`config.mk`:
```
export PLATFORM = sky130hd
export DESIGN_NAME = tmoc_timer
export DESIGN_NICKNAME = d
export VERILOG_FILES = /design/src/hw/tmoc_pkg.sv /design/src/hw/tmoc_timer.sv
export SDC_FILE = /design/constraint.sdc
export NUM_CORES = 1
export LEC_CHECK = 0
export BUFFER_PORTS_ARGS = -buffer_cell sky130_fd_sc_hd__buf_2
export CAP_MARGIN = 20
export CELL_PAD_IN_SITES_DETAIL_PLACEMENT = 1
export CELL_PAD_IN_SITES_GLOBAL_PLACEMENT = 2
export CORE_MARGIN = 2
export CORE_UTILIZATION = 38
export DETAILED_ROUTE_END_ITERATION = 16
export GPL_TIMING_DRIVEN = 0
export MAX_ROUTING_LAYER = met4
export PLACE_DENSITY = 0.87
export SYNTH_ARGS = -nofsm -noshare
export SYNTH_HDL_FRONTEND = slang
export SYNTH_SLANG_ARGS = --single-unit
```
`constraint.sdc`:
```
create_clock -name pclk -period 2.24 [get_ports pclk]
set_input_delay 0.224 -clock pclk [delete_from_list [all_inputs] [get_ports pclk]]
set_output_delay 0.224 -clock pclk [all_outputs]
set_load 0.01 [all_outputs]
```
`src/hw/tmoc_pkg.sv`:
```
// tmoc_pkg: register offsets, field positions, reset values and encodings of the
// two-channel output compare timer.
// assumes a 32-bit apb slave with word-aligned registers.
package tmoc_pkg;
	// register byte offsets
	localparam logic [7:0] start_ofs = 8'h00;
	localparam logic [7:0] mode_ofs = 8'h04;
	localparam logic [7:0] irq_status_ofs = 8'h08;
	localparam logic [7:0] irq_enable_ofs = 8'h0c;
	localparam logic [7:0] irq_clear_ofs = 8'h10;
	localparam logic [7:0] pin_status_ofs = 8'h14;
	localparam logic [7:0] chan_base_ofs = 8'h20;
	localparam logic [7:0] chan_stride = 8'h20;
	// per-channel register offsets relative to channel base
	localparam logic [4:0] ctrl_ofs = 5'h00;
	localparam logic [4:0] pinsel_ofs = 5'h04;
	localparam logic [4:0] counter_ofs = 5'h08;
	localparam logic [4:0] cmp_a_ofs = 5'h0c;
	localparam logic [4:0] cmp_b_ofs = 5'h10;
	localparam logic [4:0] cmp_c_ofs = 5'h14;
	localparam logic [4:0] cmp_d_ofs = 5'h18;
	// start register fields: run bits at 0..1, stop-select at 2..3
	localparam int run_pos = 0;
	localparam int stop_sel_pos = 2;
	// mode register: lockstep bit
	localparam int lockstep_pos = 0;
	// channel control fields
	localparam int clk_sel_pos = 0; // 3 bits
	localparam int ext_edge_pos = 3; // 2 bits: 0 rise,1 fall,2 both
	localparam int clr_src_pos = 5; // 2 bits
	localparam int redirect_c_pos = 7;
	localparam int redirect_d_pos = 8;
	localparam int act_pos = 16; // 2 bits per pin, pins a..d
	localparam int init_pos = 24; // 1 bit per pin
	// pin select register: per pin 2 bits at 2*k: 0 port,1 compare,2 ext clock
	localparam logic [1:0] pin_port = 2'h0;
	localparam logic [1:0] pin_compare = 2'h1;
	localparam logic [1:0] pin_ext_clk = 2'h2;
	// counter clear sources
	localparam logic [1:0] clr_none = 2'h0;
	localparam logic [1:0] clr_match_a = 2'h1;
	localparam logic [1:0] clr_overflow = 2'h2;
	// output actions at match
	localparam logic [1:0] act_none = 2'h0;
	localparam logic [1:0] act_low = 2'h1;
	localparam logic [1:0] act_high = 2'h2;
	localparam logic [1:0] act_toggle = 2'h3;
	// count source selector codes
	typedef enum logic [2:0] {
		tmoc_div1_t_e = 3'h0,
		tmoc_div2_e = 3'h1,
		tmoc_div4_e = 3'h2,
		tmoc_div8_e = 3'h3,
		tmoc_div32_e = 3'h4,
		tmoc_osc_e = 3'h5,
		tmoc_ext_e = 3'h6
	} tmoc_clk_sel_t;
	// status bits per channel: match a..d at 0..3, overflow at 4; ch1 at +8
	localparam int irq_ovf_pos = 4;
	localparam int irq_chan_stride = 8;
	localparam logic [31:0] ctrl_reset = 32'h0000_0000;
	localparam logic [15:0] cmp_reset = 16'hffff;
	localparam logic [15:0] count_zero = 16'h0000;
endpackage : tmoc_pkg

```
`src/hw/tmoc_timer.sv`:
```
// tmoc_timer: two-channel 16-bit output compare timer with apb register access.
// assumes pclk domain for apb; pins and oscillator tick come from outside and are
// synchronised here before use.
//
// Notes on behaviour
// - writing one to run bit starts counting
// - count source: dividers, oscillator or external edge
// - stop-select one: clearing run stops, pins hold
// - stop-select zero: stop at match a
// - interrupt on any match and overflow
// - counter read returns current count
// - lockstep off: counter write loads one channel
// - lockstep on: counter write loads both
// - compare output enabled per pin
// - match drives low, high or toggles
// - initial level until first match
// - clear on overflow or match a
// - registers c,d may steer pins a,b
// - pin a: port, compare or clock input
// - pins b..d: port or compare output
// - shared pin: cutoff or interrupt input
//
// The register addresses and the APB interface to the registers are this design's own decisions.
`timescale 1ns/10ps
module tmoc_timer (
	input wire logic pclk,
	input wire logic presetn,
	input wire logic clk_en,
	input wire logic psel,
	input wire logic penable,
	input wire logic pwrite,
	input wire logic [7:0] paddr,
	input wire logic [31:0] pwdata,
	output logic [31:0] prdata,
	output logic pready,
	output logic pslverr,
	input wire logic onchip_fast_oscillator_clock,
	input wire logic [1:0] compare_pin_a_in,
	output logic [1:0] compare_pin_a_out,
	output logic [1:0] compare_pin_a_oe,
	output logic [1:0] compare_pin_b_out,
	output logic [1:0] compare_pin_b_oe,
	output logic [1:0] compare_pin_c_out,
	output logic [1:0] compare_pin_c_oe,
	output logic [1:0] compare_pin_d_out,
	output logic [1:0] compare_pin_d_oe,
	input wire logic shared_pin_in,
	input wire logic shared_sel_cutoff,
	output logic forced_cutoff,
	output logic external_interrupt_zero_input,
	output logic irq
);
	logic [1:0] run_reg;
	logic [1:0] stop_sel_reg;
	logic lockstep_reg;
	logic [31:0] ctrl_reg [2];
	logic [7:0] pinsel_reg [2];
	logic [15:0] count_reg [2];
	logic [15:0] cmp_reg [2][4];
	logic [3:0] pin_reg [2];
	logic [15:0] irq_status_reg;
	logic [15:0] irq_enable_reg;
	logic [4:0] prescale_reg;
	logic [1:0] ext_sync1_reg, ext_sync2_reg, ext_prev_reg;
	logic osc_sync1_reg, osc_sync2_reg, osc_prev_reg;
	logic sh_sync1_reg, sh_sync2_reg;
	logic [1:0] tick;
	logic [3:0] match [2];
	logic [1:0] ovf;
	logic [15:0] irq_set;
	logic wr_acc, rd_acc;
	logic [1:0] chan_hit;
	logic [4:0] chan_ofs;
	logic [1:0] cnt_wr;

	// decode a register address; returns 1 when inside that channel window
	function automatic logic in_chan(input logic [7:0] a, input int ch);
		logic [7:0] base;
		base = 8'(tmoc_pkg::chan_base_ofs + 8'(ch) * tmoc_pkg::chan_stride);
		return (a >= base) && (a < 8'(base + tmoc_pkg::chan_stride));
	endfunction : in_chan

	// next pin level for one action code
	function automatic logic pin_action(input logic [1:0] act, input logic cur);
		unique case (act)
			tmoc_pkg::act_low: return 1'b0;
			tmoc_pkg::act_high: return 1'b1;
			tmoc_pkg::act_toggle: return ~cur;
			default: return cur;
		endcase
	endfunction : pin_action

	assign wr_acc = psel & penable & pwrite & clk_en;
	assign rd_acc = psel & penable & ~pwrite & clk_en;
	assign chan_ofs = paddr[4:0];

	// pin and oscillator synchronisers; first stage feeds only the second
	always_ff @(posedge pclk or negedge presetn) begin
		if (!presetn) begin
			ext_sync1_reg <= 2'h0;
			ext_sync2_reg <= 2'h0;
			osc_sync1_reg <= 1'b0;
			osc_sync2_reg <= 1'b0;
			sh_sync1_reg <= 1'b0;
			sh_sync2_reg <= 1'b0;
		end else if (clk_en) begin
			ext_sync1_reg <= compare_pin_a_in;
			ext_sync2_reg <= ext_sync1_reg;
			osc_sync1_reg <= onchip_fast_oscillator_clock;
			osc_sync2_reg <= osc_sync1_reg;
			sh_sync1_reg <= shared_pin_in;
			sh_sync2_reg <= sh_sync1_reg;
		end
	end

	// edge history and free-running prescaler
	always_ff @(posedge pclk or negedge presetn) begin
		if (!presetn) begin
			ext_prev_reg <= 2'h0;
			osc_prev_reg <= 1'b0;
			prescale_reg <= 5'h00;
		end else if (clk_en) begin
			ext_prev_reg <= ext_sync2_reg;
			osc_prev_reg <= osc_sync2_reg;
			prescale_reg <= 5'(prescale_reg + 5'h01);
		end
	end

	always_comb begin
		for (int c = 0; c < 2; c++) begin
			logic rise, fall;
			logic [1:0] edge_sel;
			rise = ext_sync2_reg[c] & ~ext_prev_reg[c];
			fall = ~ext_sync2_reg[c] & ext_prev_reg[c];
			edge_sel = ctrl_reg[c][tmoc_pkg::ext_edge_pos +: 2];
			unique case (ctrl_reg[c][tmoc_pkg::clk_sel_pos +: 3])
				3'h0: tick[c] = 1'b1;
				3'h1: tick[c] = prescale_reg[0];
				3'h2: tick[c] = &prescale_reg[1:0];
				3'h3: tick[c] = &prescale_reg[2:0];
				3'h4: tick[c] = &prescale_reg[4:0];
				3'h5: tick[c] = osc_sync2_reg & ~osc_prev_reg;
				3'h6: tick[c] = (pinsel_reg[c][1:0] == tmoc_pkg::pin_ext_clk) &
					(edge_sel == 2'h0 ? rise : edge_sel == 2'h1 ? fall : (rise | fall));
				default: tick[c] = 1'b0;
			endcase
			tick[c] = tick[c] & run_reg[c];
		end
	end

	always_comb begin
		for (int c = 0; c < 2; c++) begin
			for (int k = 0; k < 4; k++)
				match[c][k] = tick[c] & (count_reg[c] == cmp_reg[c][k]);
			ovf[c] = tick[c] & (count_reg[c] == 16'hffff);
		end
	end

	always_comb begin
		irq_set = 16'h0000;
		for (int c = 0; c < 2; c++) begin
			irq_set[c * tmoc_pkg::irq_chan_stride +: 4] = match[c];
			irq_set[c * tmoc_pkg::irq_chan_stride + tmoc_pkg::irq_ovf_pos] = ovf[c];
		end
	end

	assign cnt_wr[0] = wr_acc & in_chan(paddr, 0) & (chan_ofs == tmoc_pkg::counter_ofs);
	assign cnt_wr[1] = wr_acc & in_chan(paddr, 1) & (chan_ofs == tmoc_pkg::counter_ofs);
	assign chan_hit[0] = in_chan(paddr, 0);
	assign chan_hit[1] = in_chan(paddr, 1);

	// counters
	always_ff @(posedge pclk or negedge presetn) begin
		if (!presetn) begin
			count_reg[0] <= tmoc_pkg::count_zero;
			count_reg[1] <= tmoc_pkg::count_zero;
		end else if (clk_en) begin
			for (int c = 0; c < 2; c++) begin
				if (lockstep_reg && |cnt_wr)
					count_reg[c] <= pwdata[15:0];
				else if (!lockstep_reg && cnt_wr[c])
					count_reg[c] <= pwdata[15:0];
				else if (match[c][0] && ctrl_reg[c][tmoc_pkg::clr_src_pos +: 2] == tmoc_pkg::clr_match_a)
					count_reg[c] <= tmoc_pkg::count_zero;
				else if (tick[c])
					count_reg[c] <= 16'(count_reg[c] + 16'h0001); // wraps to zero on overflow
			end
		end
	end

	// run and stop-select control
	always_ff @(posedge pclk or negedge presetn) begin
		if (!presetn) begin
			run_reg <= 2'h0;
			stop_sel_reg <= 2'h0;
		end else if (clk_en) begin
			for (int c = 0; c < 2; c++) begin
				if (wr_acc && paddr == tmoc_pkg::start_ofs) begin
					if (pwdata[tmoc_pkg::run_pos + c] || stop_sel_reg[c])
						run_reg[c] <= pwdata[tmoc_pkg::run_pos + c];
					stop_sel_reg[c] <= pwdata[tmoc_pkg::stop_sel_pos + c];
				end else if (!stop_sel_reg[c] && match[c][0]) begin
					run_reg[c] <= 1'b0;
				end
			end
		end
	end

	// pin levels; hold across stops since only matches and a start write move them
	always_ff @(posedge pclk or negedge presetn) begin
		if (!presetn) begin
			pin_reg[0] <= 4'h0;
			pin_reg[1] <= 4'h0;
		end else if (clk_en) begin
			for (int c = 0; c < 2; c++) begin
				if (wr_acc && paddr == tmoc_pkg::start_ofs && pwdata[tmoc_pkg::run_pos + c] && !run_reg[c]) begin
					pin_reg[c] <= ctrl_reg[c][tmoc_pkg::init_pos +: 4];
				end else begin
					for (int k = 0; k < 4; k++) begin
						logic hit;
						hit = match[c][k];
						// c and d redirect to a and b
						if (k == 0 && ctrl_reg[c][tmoc_pkg::redirect_c_pos])
							hit = match[c][0] | match[c][2];
						if (k == 1 && ctrl_reg[c][tmoc_pkg::redirect_d_pos])
							hit = match[c][1] | match[c][3];
						if (k >= 2 && ctrl_reg[c][tmoc_pkg::redirect_c_pos + k - 2])
							hit = 1'b0;
						if (hit)
							pin_reg[c][k] <= pin_action(ctrl_reg[c][tmoc_pkg::act_pos + 2 * k +: 2], pin_reg[c][k]);
					end
				end
			end
		end
	end

	always_ff @(posedge pclk or negedge presetn) begin
		if (!presetn) begin
			compare_pin_a_out <= 2'h0;
			compare_pin_b_out <= 2'h0;
			compare_pin_c_out <= 2'h0;
			compare_pin_d_out <= 2'h0;
			compare_pin_a_oe <= 2'h0;
			compare_pin_b_oe <= 2'h0;
			compare_pin_c_oe <= 2'h0;
			compare_pin_d_oe <= 2'h0;
		end else if (clk_en) begin
			for (int c = 0; c < 2; c++) begin
				compare_pin_a_out[c] <= pin_reg[c][0];
				compare_pin_b_out[c] <= pin_reg[c][1];
				compare_pin_c_out[c] <= pin_reg[c][2];
				compare_pin_d_out[c] <= pin_reg[c][3];
				compare_pin_a_oe[c] <= pinsel_reg[c][1:0] == tmoc_pkg::pin_compare;
				compare_pin_b_oe[c] <= pinsel_reg[c][3:2] == tmoc_pkg::pin_compare;
				compare_pin_c_oe[c] <= pinsel_reg[c][5:4] == tmoc_pkg::pin_compare;
				compare_pin_d_oe[c] <= pinsel_reg[c][7:6] == tmoc_pkg::pin_compare;
			end
		end
	end

	always_ff @(posedge pclk or negedge presetn) begin
		if (!presetn) begin
			forced_cutoff <= 1'b0;
			external_interrupt_zero_input <= 1'b0;
		end else if (clk_en) begin
			forced_cutoff <= shared_sel_cutoff & sh_sync2_reg;
			external_interrupt_zero_input <= ~shared_sel_cutoff & sh_sync2_reg;
		end
	end

	// configuration registers
	always_ff @(posedge pclk or negedge presetn) begin
		if (!presetn) begin
			lockstep_reg <= 1'b0;
			irq_enable_reg <= 16'h0000;
			for (int c = 0; c < 2; c++) begin
				ctrl_reg[c] <= tmoc_pkg::ctrl_reset;
				pinsel_reg[c] <= 8'h00;
				for (int k = 0; k < 4; k++)
					cmp_reg[c][k] <= tmoc_pkg::cmp_reset;
			end
		end else if (clk_en && wr_acc) begin
			if (paddr == tmoc_pkg::mode_ofs)
				lockstep_reg <= pwdata[tmoc_pkg::lockstep_pos];
			if (paddr == tmoc_pkg::irq_enable_ofs)
				irq_enable_reg <= pwdata[15:0];
			for (int c = 0; c < 2; c++) begin
				if (chan_hit[c]) begin
					unique case (chan_ofs)
						tmoc_pkg::ctrl_ofs: ctrl_reg[c] <= pwdata;
						tmoc_pkg::pinsel_ofs: pinsel_reg[c] <= pwdata[7:0];
						tmoc_pkg::cmp_a_ofs: cmp_reg[c][0] <= pwdata[15:0];
						tmoc_pkg::cmp_b_ofs: cmp_reg[c][1] <= pwdata[15:0];
						tmoc_pkg::cmp_c_ofs: cmp_reg[c][2] <= pwdata[15:0];
						tmoc_pkg::cmp_d_ofs: cmp_reg[c][3] <= pwdata[15:0];
						default: ;
					endcase
				end
			end
		end
	end

	// sticky status: a set in the clear cycle wins
	always_ff @(posedge pclk or negedge presetn) begin
		if (!presetn)
			irq_status_reg <= 16'h0000;
		else if (clk_en) begin
			if (wr_acc && paddr == tmoc_pkg::irq_clear_ofs)
				irq_status_reg <= (irq_status_reg & ~pwdata[15:0]) | irq_set;
			else
				irq_status_reg <= irq_status_reg | irq_set;
		end
	end

	// interrupt output is registered, so it lags status by one cycle
	always_ff @(posedge pclk or negedge presetn) begin
		if (!presetn)
			irq <= 1'b0;
		else if (clk_en)
			irq <= |(irq_status_reg & irq_enable_reg);
	end

	// apb answers in the access cycle; read data registered at the setup cycle
	always_ff @(posedge pclk or negedge presetn) begin
		if (!presetn) begin
			prdata <= 32'h0000_0000;
			pready <= 1'b0;
			pslverr <= 1'b0;
		end else if (clk_en) begin
			pready <= psel & ~penable;
			pslverr <= 1'b0;
			prdata <= 32'h0000_0000;
			if (psel && !penable && !pwrite) begin
				if (paddr == tmoc_pkg::start_ofs)
					prdata <= {28'h0, stop_sel_reg, run_reg};
				else if (paddr == tmoc_pkg::mode_ofs)
					prdata <= {31'h0, lockstep_reg};
				else if (paddr == tmoc_pkg::irq_status_ofs)
					prdata <= {16'h0, irq_status_reg};
				else if (paddr == tmoc_pkg::irq_enable_ofs)
					prdata <= {16'h0, irq_enable_reg};
				else if (paddr == tmoc_pkg::pin_status_ofs)
					prdata <= {24'h0, pin_reg[1], pin_reg[0]};
				for (int c = 0; c < 2; c++) begin
					if (chan_hit[c]) begin
						unique case (chan_ofs)
							tmoc_pkg::ctrl_ofs: prdata <= ctrl_reg[c];
							tmoc_pkg::pinsel_ofs: prdata <= {24'h0, pinsel_reg[c]};
							tmoc_pkg::counter_ofs: prdata <= {16'h0, count_reg[c]};
							tmoc_pkg::cmp_a_ofs: prdata <= {16'h0, cmp_reg[c][0]};
							tmoc_pkg::cmp_b_ofs: prdata <= {16'h0, cmp_reg[c][1]};
							tmoc_pkg::cmp_c_ofs: prdata <= {16'h0, cmp_reg[c][2]};
							tmoc_pkg::cmp_d_ofs: prdata <= {16'h0, cmp_reg[c][3]};
							default: ;
						endcase
					end
				end
			end
		end
	end
endmodule : tmoc_timer

```
==> impl_metrics.py, run 1 <==
metrics = {
    "yosys": {
        "synth_top_cell_by_area": "dfrtp_1",
        "synth_top_area_share_pct": 30.06,
        "ys_top_cells_by_area": "dfrtp_1 (30%), dfstp_2 (18%), mux2_2 (15%)",
        "yosys_most_used_dff": "dfrtp_1",
        "synth_edf_count": 0,
        "yosysWarnings": 0,
        "seq_area_frac_synth_pct": 48.01,
        "async_reset_ff_share_pct": 100.0,
        "synth-seq-cells": 353,
        "ys_types": 75,
        "synth.cell_area_um2": 18730,
        "avgSynthCellArea_um2": 11.17,
        "syn-num-nets": 1751,
        "syn_inst": 1677,
    },
    "grt": {
        "grt_pass1_vias": 16815,
        "grt_use_met2_pct": 48.64,
        "grt_max_degree": 123,
        "grt_overflow_total": 0,
        "grt_usage_pct": 30.92,
        "grt.busiest_layer": "met2",
        "met3_usage_pct": 4.124,
        "grtUsageMet1_pct": 39.48,
        "grt_pass1_wl_mm": 112.2,
        "antenna_found_initial": 2,
    },
    "setup_path": {
        "worst_setup_path_start_kind": "flip-flop",
        "regToRegSetupSlack_ns": -0.32,
        "cp_data_required_time_ns": 2.73,
        "r2r_cells": 6,
        "critical_path_class": "reg -> reg",
        "cp_max_fo": 7,
        "end_kind": "flip-flop",
        "arrival_ns": 3.05,
    },
    "final_layout": {
        "fin_util_pct": 48.06,
        "syn_to_final_growth_pct": 25.34,
        "drive_gt1_share_pct": 42.01,
        "largest_register_ffs": 128,
        "design_area_um2": 23480,
        "nets": 1973,
    },
    "clocking": {
        "cts_max_path_buffers": 3,
        "clockRootBuffer": "clkbuf_16",
        "cts.clk_slew.worst_paths_ns": 0.06,
        "numCtsBuffers": 42,
        "cts_tree": "yes",
        "htree_levels": 2,
        "cts.sinks": 353,
        "insertion_delay_ns": 0.60,
    },
    "drt": {
        "wl_mm": 77.98,
        "drc_errors": 0,
        "drt-wirelength-per-cell_um": 30.01,
        "via_per_inst": 6.161,
        "drt_iter0_drc": 1395,
        "ant_nets": 0,
        "vias": 16005,
        "dr.pass1.iters": 6,
    },
    "timing": {
        "rsz0062_at_grt": "yes",
        "skew_ns": 0.03160,
        "slew_headroom_pct": 25.20,
        "finalMaxSlewViolations": 0,
        "fin_ws_ns": -0.3190,
        "tightest_slew_ns": 1.122,
        "setup_viol": 45,
        "hold_violations": 0,
        "max_freq_ghz": 0.3908,
        "period_share_pct": 114.2,
        "min_period_ns": 2.559,
    },
    "run": {
        "cap_violations": 0,
    },
    "place": {
        "port_buffers": 98,
        "hpwl_mm": 54.41,
        "dp_slack_ns": -1.032,
        "place_congestion": 0.9614,
        "place_area_um2": 20180,
    },
    "run_status": {
        "failed_checks": "negative setup slack",
        "status": "complete, but fails checks",
    },
    "die": {
        "num_rows": 81,
        "boundaryPins": 104,
        "dieArea_um2": 51090,
        "die_y_um": 226.0,
        "core_area_um2": 48850,
        "initial_core_util_pct": 38.35,
        "chipWidth_um": 226.0,
    },
    "power": {
        "power.density_nw_per_um2": 701.8,
        "vdd_drop_max_mv": 0.6244,
        "total_power_mw": 16.48,
        "leakagePower_nw": 10.06,
    },
    "hold_path": {
        "timing.hold.worst_path_depth": 3,
        "hp-class": "in -> reg",
    },
}
## cell type report
class | count | area (um2)
inverters | 48 | 180.2
multi-input cells | 1147 | 9831
flip-flops and latches | 353 | 9004
clock buffers | 60 | 1230
clock inverters | 18 | 322.8
well taps | 664 | 830.8
repair buffers | 190 | 1415
plain buffers | 117 | 663.1
fillers | 5225 | 25370
diodes | 1 | 2.502
## routing by layer
metal / routed length [um] / share of wire [%]
met1: 31990 / 41
met2: 37050 / 48
met3: 4905 / 6.3
met4: 4035 / 5.2
met5: 0 / 0
## path summary, 6_finish.rpt
| kind | startpoint | end |
|---|---|---|
| setup / recovery | ctrl_reg[33] | pin_reg[5] |
| hold / removal | pwdata[8] | irq_status_reg[8] |
| setup reg to reg | ctrl_reg[33] | pin_reg[5] |
| hold reg to reg | prdata[24] | prdata[24] |
| max in group asynchronous | presetn | cmp_reg[71] |
| min in group asynchronous | presetn | sh_sync2_reg |
## cell usage in the layout, fill, tap and decap left out, types with 11 or more instances in the layout
master | synthesis | routed
o21ai_0 | 44 | 27
buf_2 | 55 | 139
nand4_1 | 29 | 29
nand3_1 | 45 | 39
clkbuf_2 | 0 | 16
ha_1 | 23 | 20
a31oi_1 | 29 | 26
a22o_1 | 16 | 16
dlygate4sd3_1 | 0 | 27
buf_4 | 7 | 55
nor2b_1 | 12 | 12
mux2i_1 | 23 | 22
a22oi_1 | 85 | 80
nor3_1 | 24 | 17
buf_6 | 0 | 16
a21oi_1 | 56 | 50
a2bb2oi_1 | 11 | 11
mux2_2 | 247 | 247
clkbuf_16 | 0 | 44
nor2_1 | 46 | 41
xnor2_1 | 65 | 56
and3_1 | 20 | 16
dfrtp_1 | 225 | 217
dfstp_2 | 128 | 128
xor2_1 | 67 | 64
clkbuf_1 | 59 | 39
o21ai_1 | 2 | 18
o2bb2ai_1 | 28 | 27
inv_1 | 48 | 47
nor4_1 | 24 | 12
nand2_1 | 98 | 95
a221oi_1 | 23 | 22
## worst max-delay path: stages (launching register included)
cell      delay [ns]
dfrtp_2         0.55
nor4bb_2        0.43
o211ai_1        0.16
buf_4           0.19
a211o_4         0.44
or4_1           0.55
a31oi_1         0.15
## what timing repair did
item	in CTS	in global routing
setup buffers	25	31
pin swaps	27	46
resized for setup	131	119
cloned	2	3
hold buffers	27	0
endpoints found under the hold margin	104	0
setup endpoints to repair	103	97
## report_power, final
part	switching (mW)	leakage, nW	internal [mW]
Sequential	0.345	4.30	6.59
Clock	3.02	0.747	4.76
Combinational	1.07	5.01	0.690
## stage by stage
| stage | cells | TNS (ns) | hold WS [ns] |
|---|---|---|---|
| after floorplan | 1677 | -0.003430 | -0.07159 |
| after global placement | 2439 | -1954.60 | 0.4067 |
| after detailed placement | 2445 | -151.32 | 0.1728 |
| after CTS | 2565 | -2.709 | 0.02089 |
| after global routing | 2598 | -10.09 | 0.02603 |
| final | 2598 | -7.075 | 0.03851 |
## cells in the mapped netlist (24+ instances only)
| master | number |
|---|---|
| nor3_1 | 24 |
| a31oi_1 | 29 |
| nand2_1 | 98 |
| nand3_1 | 45 |
| nand4_1 | 29 |
| inv_1 | 48 |
| o2bb2ai_1 | 28 |
| xor2_1 | 67 |
| o21ai_0 | 44 |
| a22oi_1 | 85 |
| clkbuf_1 | 59 |
| mux2_2 | 247 |
| nor2_1 | 46 |
| buf_2 | 55 |
| nor4_1 | 24 |
| dfstp_2 | 128 |
| xnor2_1 | 65 |
| dfrtp_1 | 225 |
| a21oi_1 | 56 |
## kinds of logic after synthesis
group,synth area share (%)
AOI/OAI and AO/OA,14.13
xor gates and xnor gates,6.172
adders and majority gates,1.536
buffers and inverters,4.095
DFF,48.01
muxes,16.20
other,0.02002
and+or+nand+nor,9.839
(Power assumes the default switching activity.)
==> inputs of run 2 (changes only) <==
--- a/config.mk
+++ b/config.mk
@@ -5,7 +5,7 @@
 export SDC_FILE = /design/constraint.sdc
 export NUM_CORES = 1
 export LEC_CHECK = 0
-export BUFFER_PORTS_ARGS = -buffer_cell sky130_fd_sc_hd__buf_2
+export BUFFER_PORTS_ARGS = -buffer_cell sky130_fd_sc_hd__buf_4
 export CAP_MARGIN = 20
 export CELL_PAD_IN_SITES_DETAIL_PLACEMENT = 1
 export CELL_PAD_IN_SITES_GLOBAL_PLACEMENT = 2
==> run 2 against run 1 <==
Compared with the run above: the run still ends with negative setup slack left; total power fell by 3.8%; count of clock-buffer cells in the layout up 3; register-to-register slack better by 0.04 ns; sequential share of layout area fell by 0.47 points; non-clock buffer count is 27 higher; worst hold slack got worse by 0.0087 ns; worst setup slack improved by 0.038 ns; die area unchanged; first-iteration DRC count is 8.2% higher; clock power down 9.1%; critical path type unchanged.
==> impl_metrics.py, run 2 (synthesis gave the netlist of run 1 again) <==
metrics = {
    "place": {
        "place_congestion": 0.9457,
        "dp_slack_ns": -1.007,
        "hpwl_mm": 54.24,
        "port_buffers": 98,
    },
    "grt": {
        "grtUsageMet1_pct": 39.39,
        "grt.busiest_layer": "met2",
        "grt_use_met2_pct": 49.56,
        "grt_pass1_wl_mm": 113.3,
        "grt_max_degree": 126,
        "grt_usage_pct": 31.18,
        "grt_overflow_total": 0,
        "met3_usage_pct": 4.645,
        "antenna_found_initial": 0,
        "grt_pass1_vias": 16704,
    },
    "final_layout": {
        "largest_register_ffs": 128,
        "layout_commonest_cell": "mux2_2",
        "syn_to_final_growth_pct": 27.00,
        "nFillCells": 5243,
        "fin_util_pct": 48.70,
        "diodes": 0,
        "multiInputGateArea_um2": 9824,
        "drive_gt1_share_pct": 43.59,
        "nets": 2000,
        "register_area_um2": 9011,
        "final_cell_mix": "mux2_2 (245), dfrtp_1 (211), buf_4 (171)",
    },
    "timing": {
        "rsz0062_at_grt": "yes",
        "tns_ns": -6.212,
        "whs_ns": 0.02984,
        "slew_headroom_pct": 26.40,
        "hold_violations": 0,
        "skew_ns": 0.03137,
        "min_period_ns": 2.521,
        "period_share_pct": 112.6,
        "setup_viol": 42,
        "fin_ws_ns": -0.2814,
        "tightest_slew_ns": 1.104,
        "finalMaxSlewViolations": 0,
        "max_freq_ghz": 0.3966,
    },
    "setup_path": {
        "worst_setup_path_start_kind": "flip-flop",
        "critPathMaxStageDelay_ns": 0.44,
        "r2r_cells": 10,
        "critical_path_class": "reg -> reg",
        "rr_startpoint": "prescale_reg[1]",
        "crit_chain": "ha_4, and3_4, ha_4, nor3b_4, nor3_4, a211o_4, buf_4, clkbuf_16, o31ai_2, a31oi_1",
        "end_kind": "flip-flop",
        "cp_data_required_time_ns": 2.68,
        "cp_top_family": "compound AO/OA/AOI/OAI gates",
        "arrival_ns": 2.96,
        "cp_slowest_cell": "a211o_4",
        "r2r_end": "pin_reg[5]",
        "path_buf_inv": 2,
        "critPathMostFrequentCell": "ha_4",
        "cp_max_fo": 8,
        "regToRegSetupSlack_ns": -0.28,
    },
    "hold_path": {
        "hold_end": "irq_enable_reg[3]",
        "hp-class": "in -> reg",
        "hp-start": "pwdata[3]",
        "timing.hold.worst_path_depth": 2,
    },
    "die": {
        "core_area_um2": 48850,
        "boundaryPins": 104,
        "initial_core_util_pct": 38.35,
        "die_y_um": 226.0,
        "chipWidth_um": 226.0,
        "num_rows": 81,
        "dieArea_um2": 51090,
    },
    "clocking": {
        "cts.sinks": 353,
        "clockRootBuffer": "clkbuf_16",
        "cts.clk_slew.worst_paths_ns": 0.06,
        "insertion_delay_ns": 0.59,
        "numCtsBuffers": 42,
        "cts_max_path_buffers": 3,
        "cts_tree": "yes",
        "htree_levels": 2,
    },
    "power": {
        "combPwrFrac_pct": 11.5,
        "switching_share_pct": 27.43,
        "total_power_mw": 15.85,
        "p_clk_share_pct": 44.6,
        "p_seq_share_pct": 43.9,
        "p_int_mw": 11.50,
        "leakagePower_nw": 10.17,
        "switchingPower_mw": 4.348,
        "power.density_nw_per_um2": 666.3,
        "vdd_drop_max_mv": 0.5554,
    },
    "drt": {
        "drc_errors": 0,
        "drt_iter0_drc": 1510,
        "vias": 16029,
        "dr.pass1.iters": 5,
        "drt-wirelength-per-cell_um": 29.59,
        "via_per_inst": 6.111,
        "ant_nets": 0,
        "wl_mm": 77.61,
    },
    "run_status": {
        "failed_checks": "negative setup slack",
        "status": "complete, but fails checks",
    },
    "run": {
        "cap_violations": 0,
    },
}
-- run 2: changes by cell type in the layout (fill, tap and decap cells not counted), sizes merged, moves of 2 or more --
cell | before | now
buf | 229 | 250
clkinvlp | 4 | 2
bufinv | 8 | 2
clkinv | 6 | 9
dlygate4sd3 | 27 | 35
-- run 2: routing by layer --
layer	up-vias	wire (um)
met5	-	0
met1	8419	31470
met2	700	36960
li1	6700	-
met3	210	5098
met4	0	4080
-- run 2: per-stage QoR --
stage | std cells | instance area, um2
finish | 2623 | 23790
global route | 2623 | 23790
CTS | 2596 | 23140
detailed placement | 2445 | 20420
global placement | 2439 | 20320
floorplan | 1677 | 18750
-- run 2: power by group through the flow --
stage | clock network (mW) | logic, mW | registers (mW)
after floorplan | 0 | 0.873 | 6.78
after global placement | 0 | 1.56 | 6.81
after detailed placement | 0 | 1.61 | 6.82
after CTS | 7.09 | 1.72 | 6.91
after global routing | 7.38 | 1.94 | 6.98
final | 7.07 | 1.82 | 6.96
-- run 2: worst max-delay path by stage --
stage,startpoint,end,slack (ns),cells after the start
floorplan,prescale_reg[0],pin_reg[5],-0.003,8
global placement,presetn,count_reg[25],-2.46,1
detailed placement,paddr[2],prdata[14],-1.01,9
CTS,prescale_reg[0],count_reg[19],-0.25,10
global route,prescale_reg[0],pin_reg[5],-0.32,10
finish,prescale_reg[1],pin_reg[5],-0.28,10
-- run 2: layout make-up --
class                   instances  area share, %
clock inverters                14         0.5417
clock buffers                  63          5.307
repair buffers                219          8.026
flip-flops and latches        353          37.88
plain buffers                 115          2.698
well taps                     664          3.492
multi-input cells            1147          41.30
inverters                      48         0.7574
-- run 2: repair_timing --
item	CTS	global route
hold buffers	35	0
resized for setup	148	129
cloned	2	2
setup endpoints to repair	91	121
hold endpoints to repair	227	0
pin swaps	37	58
buffers inserted	53	33
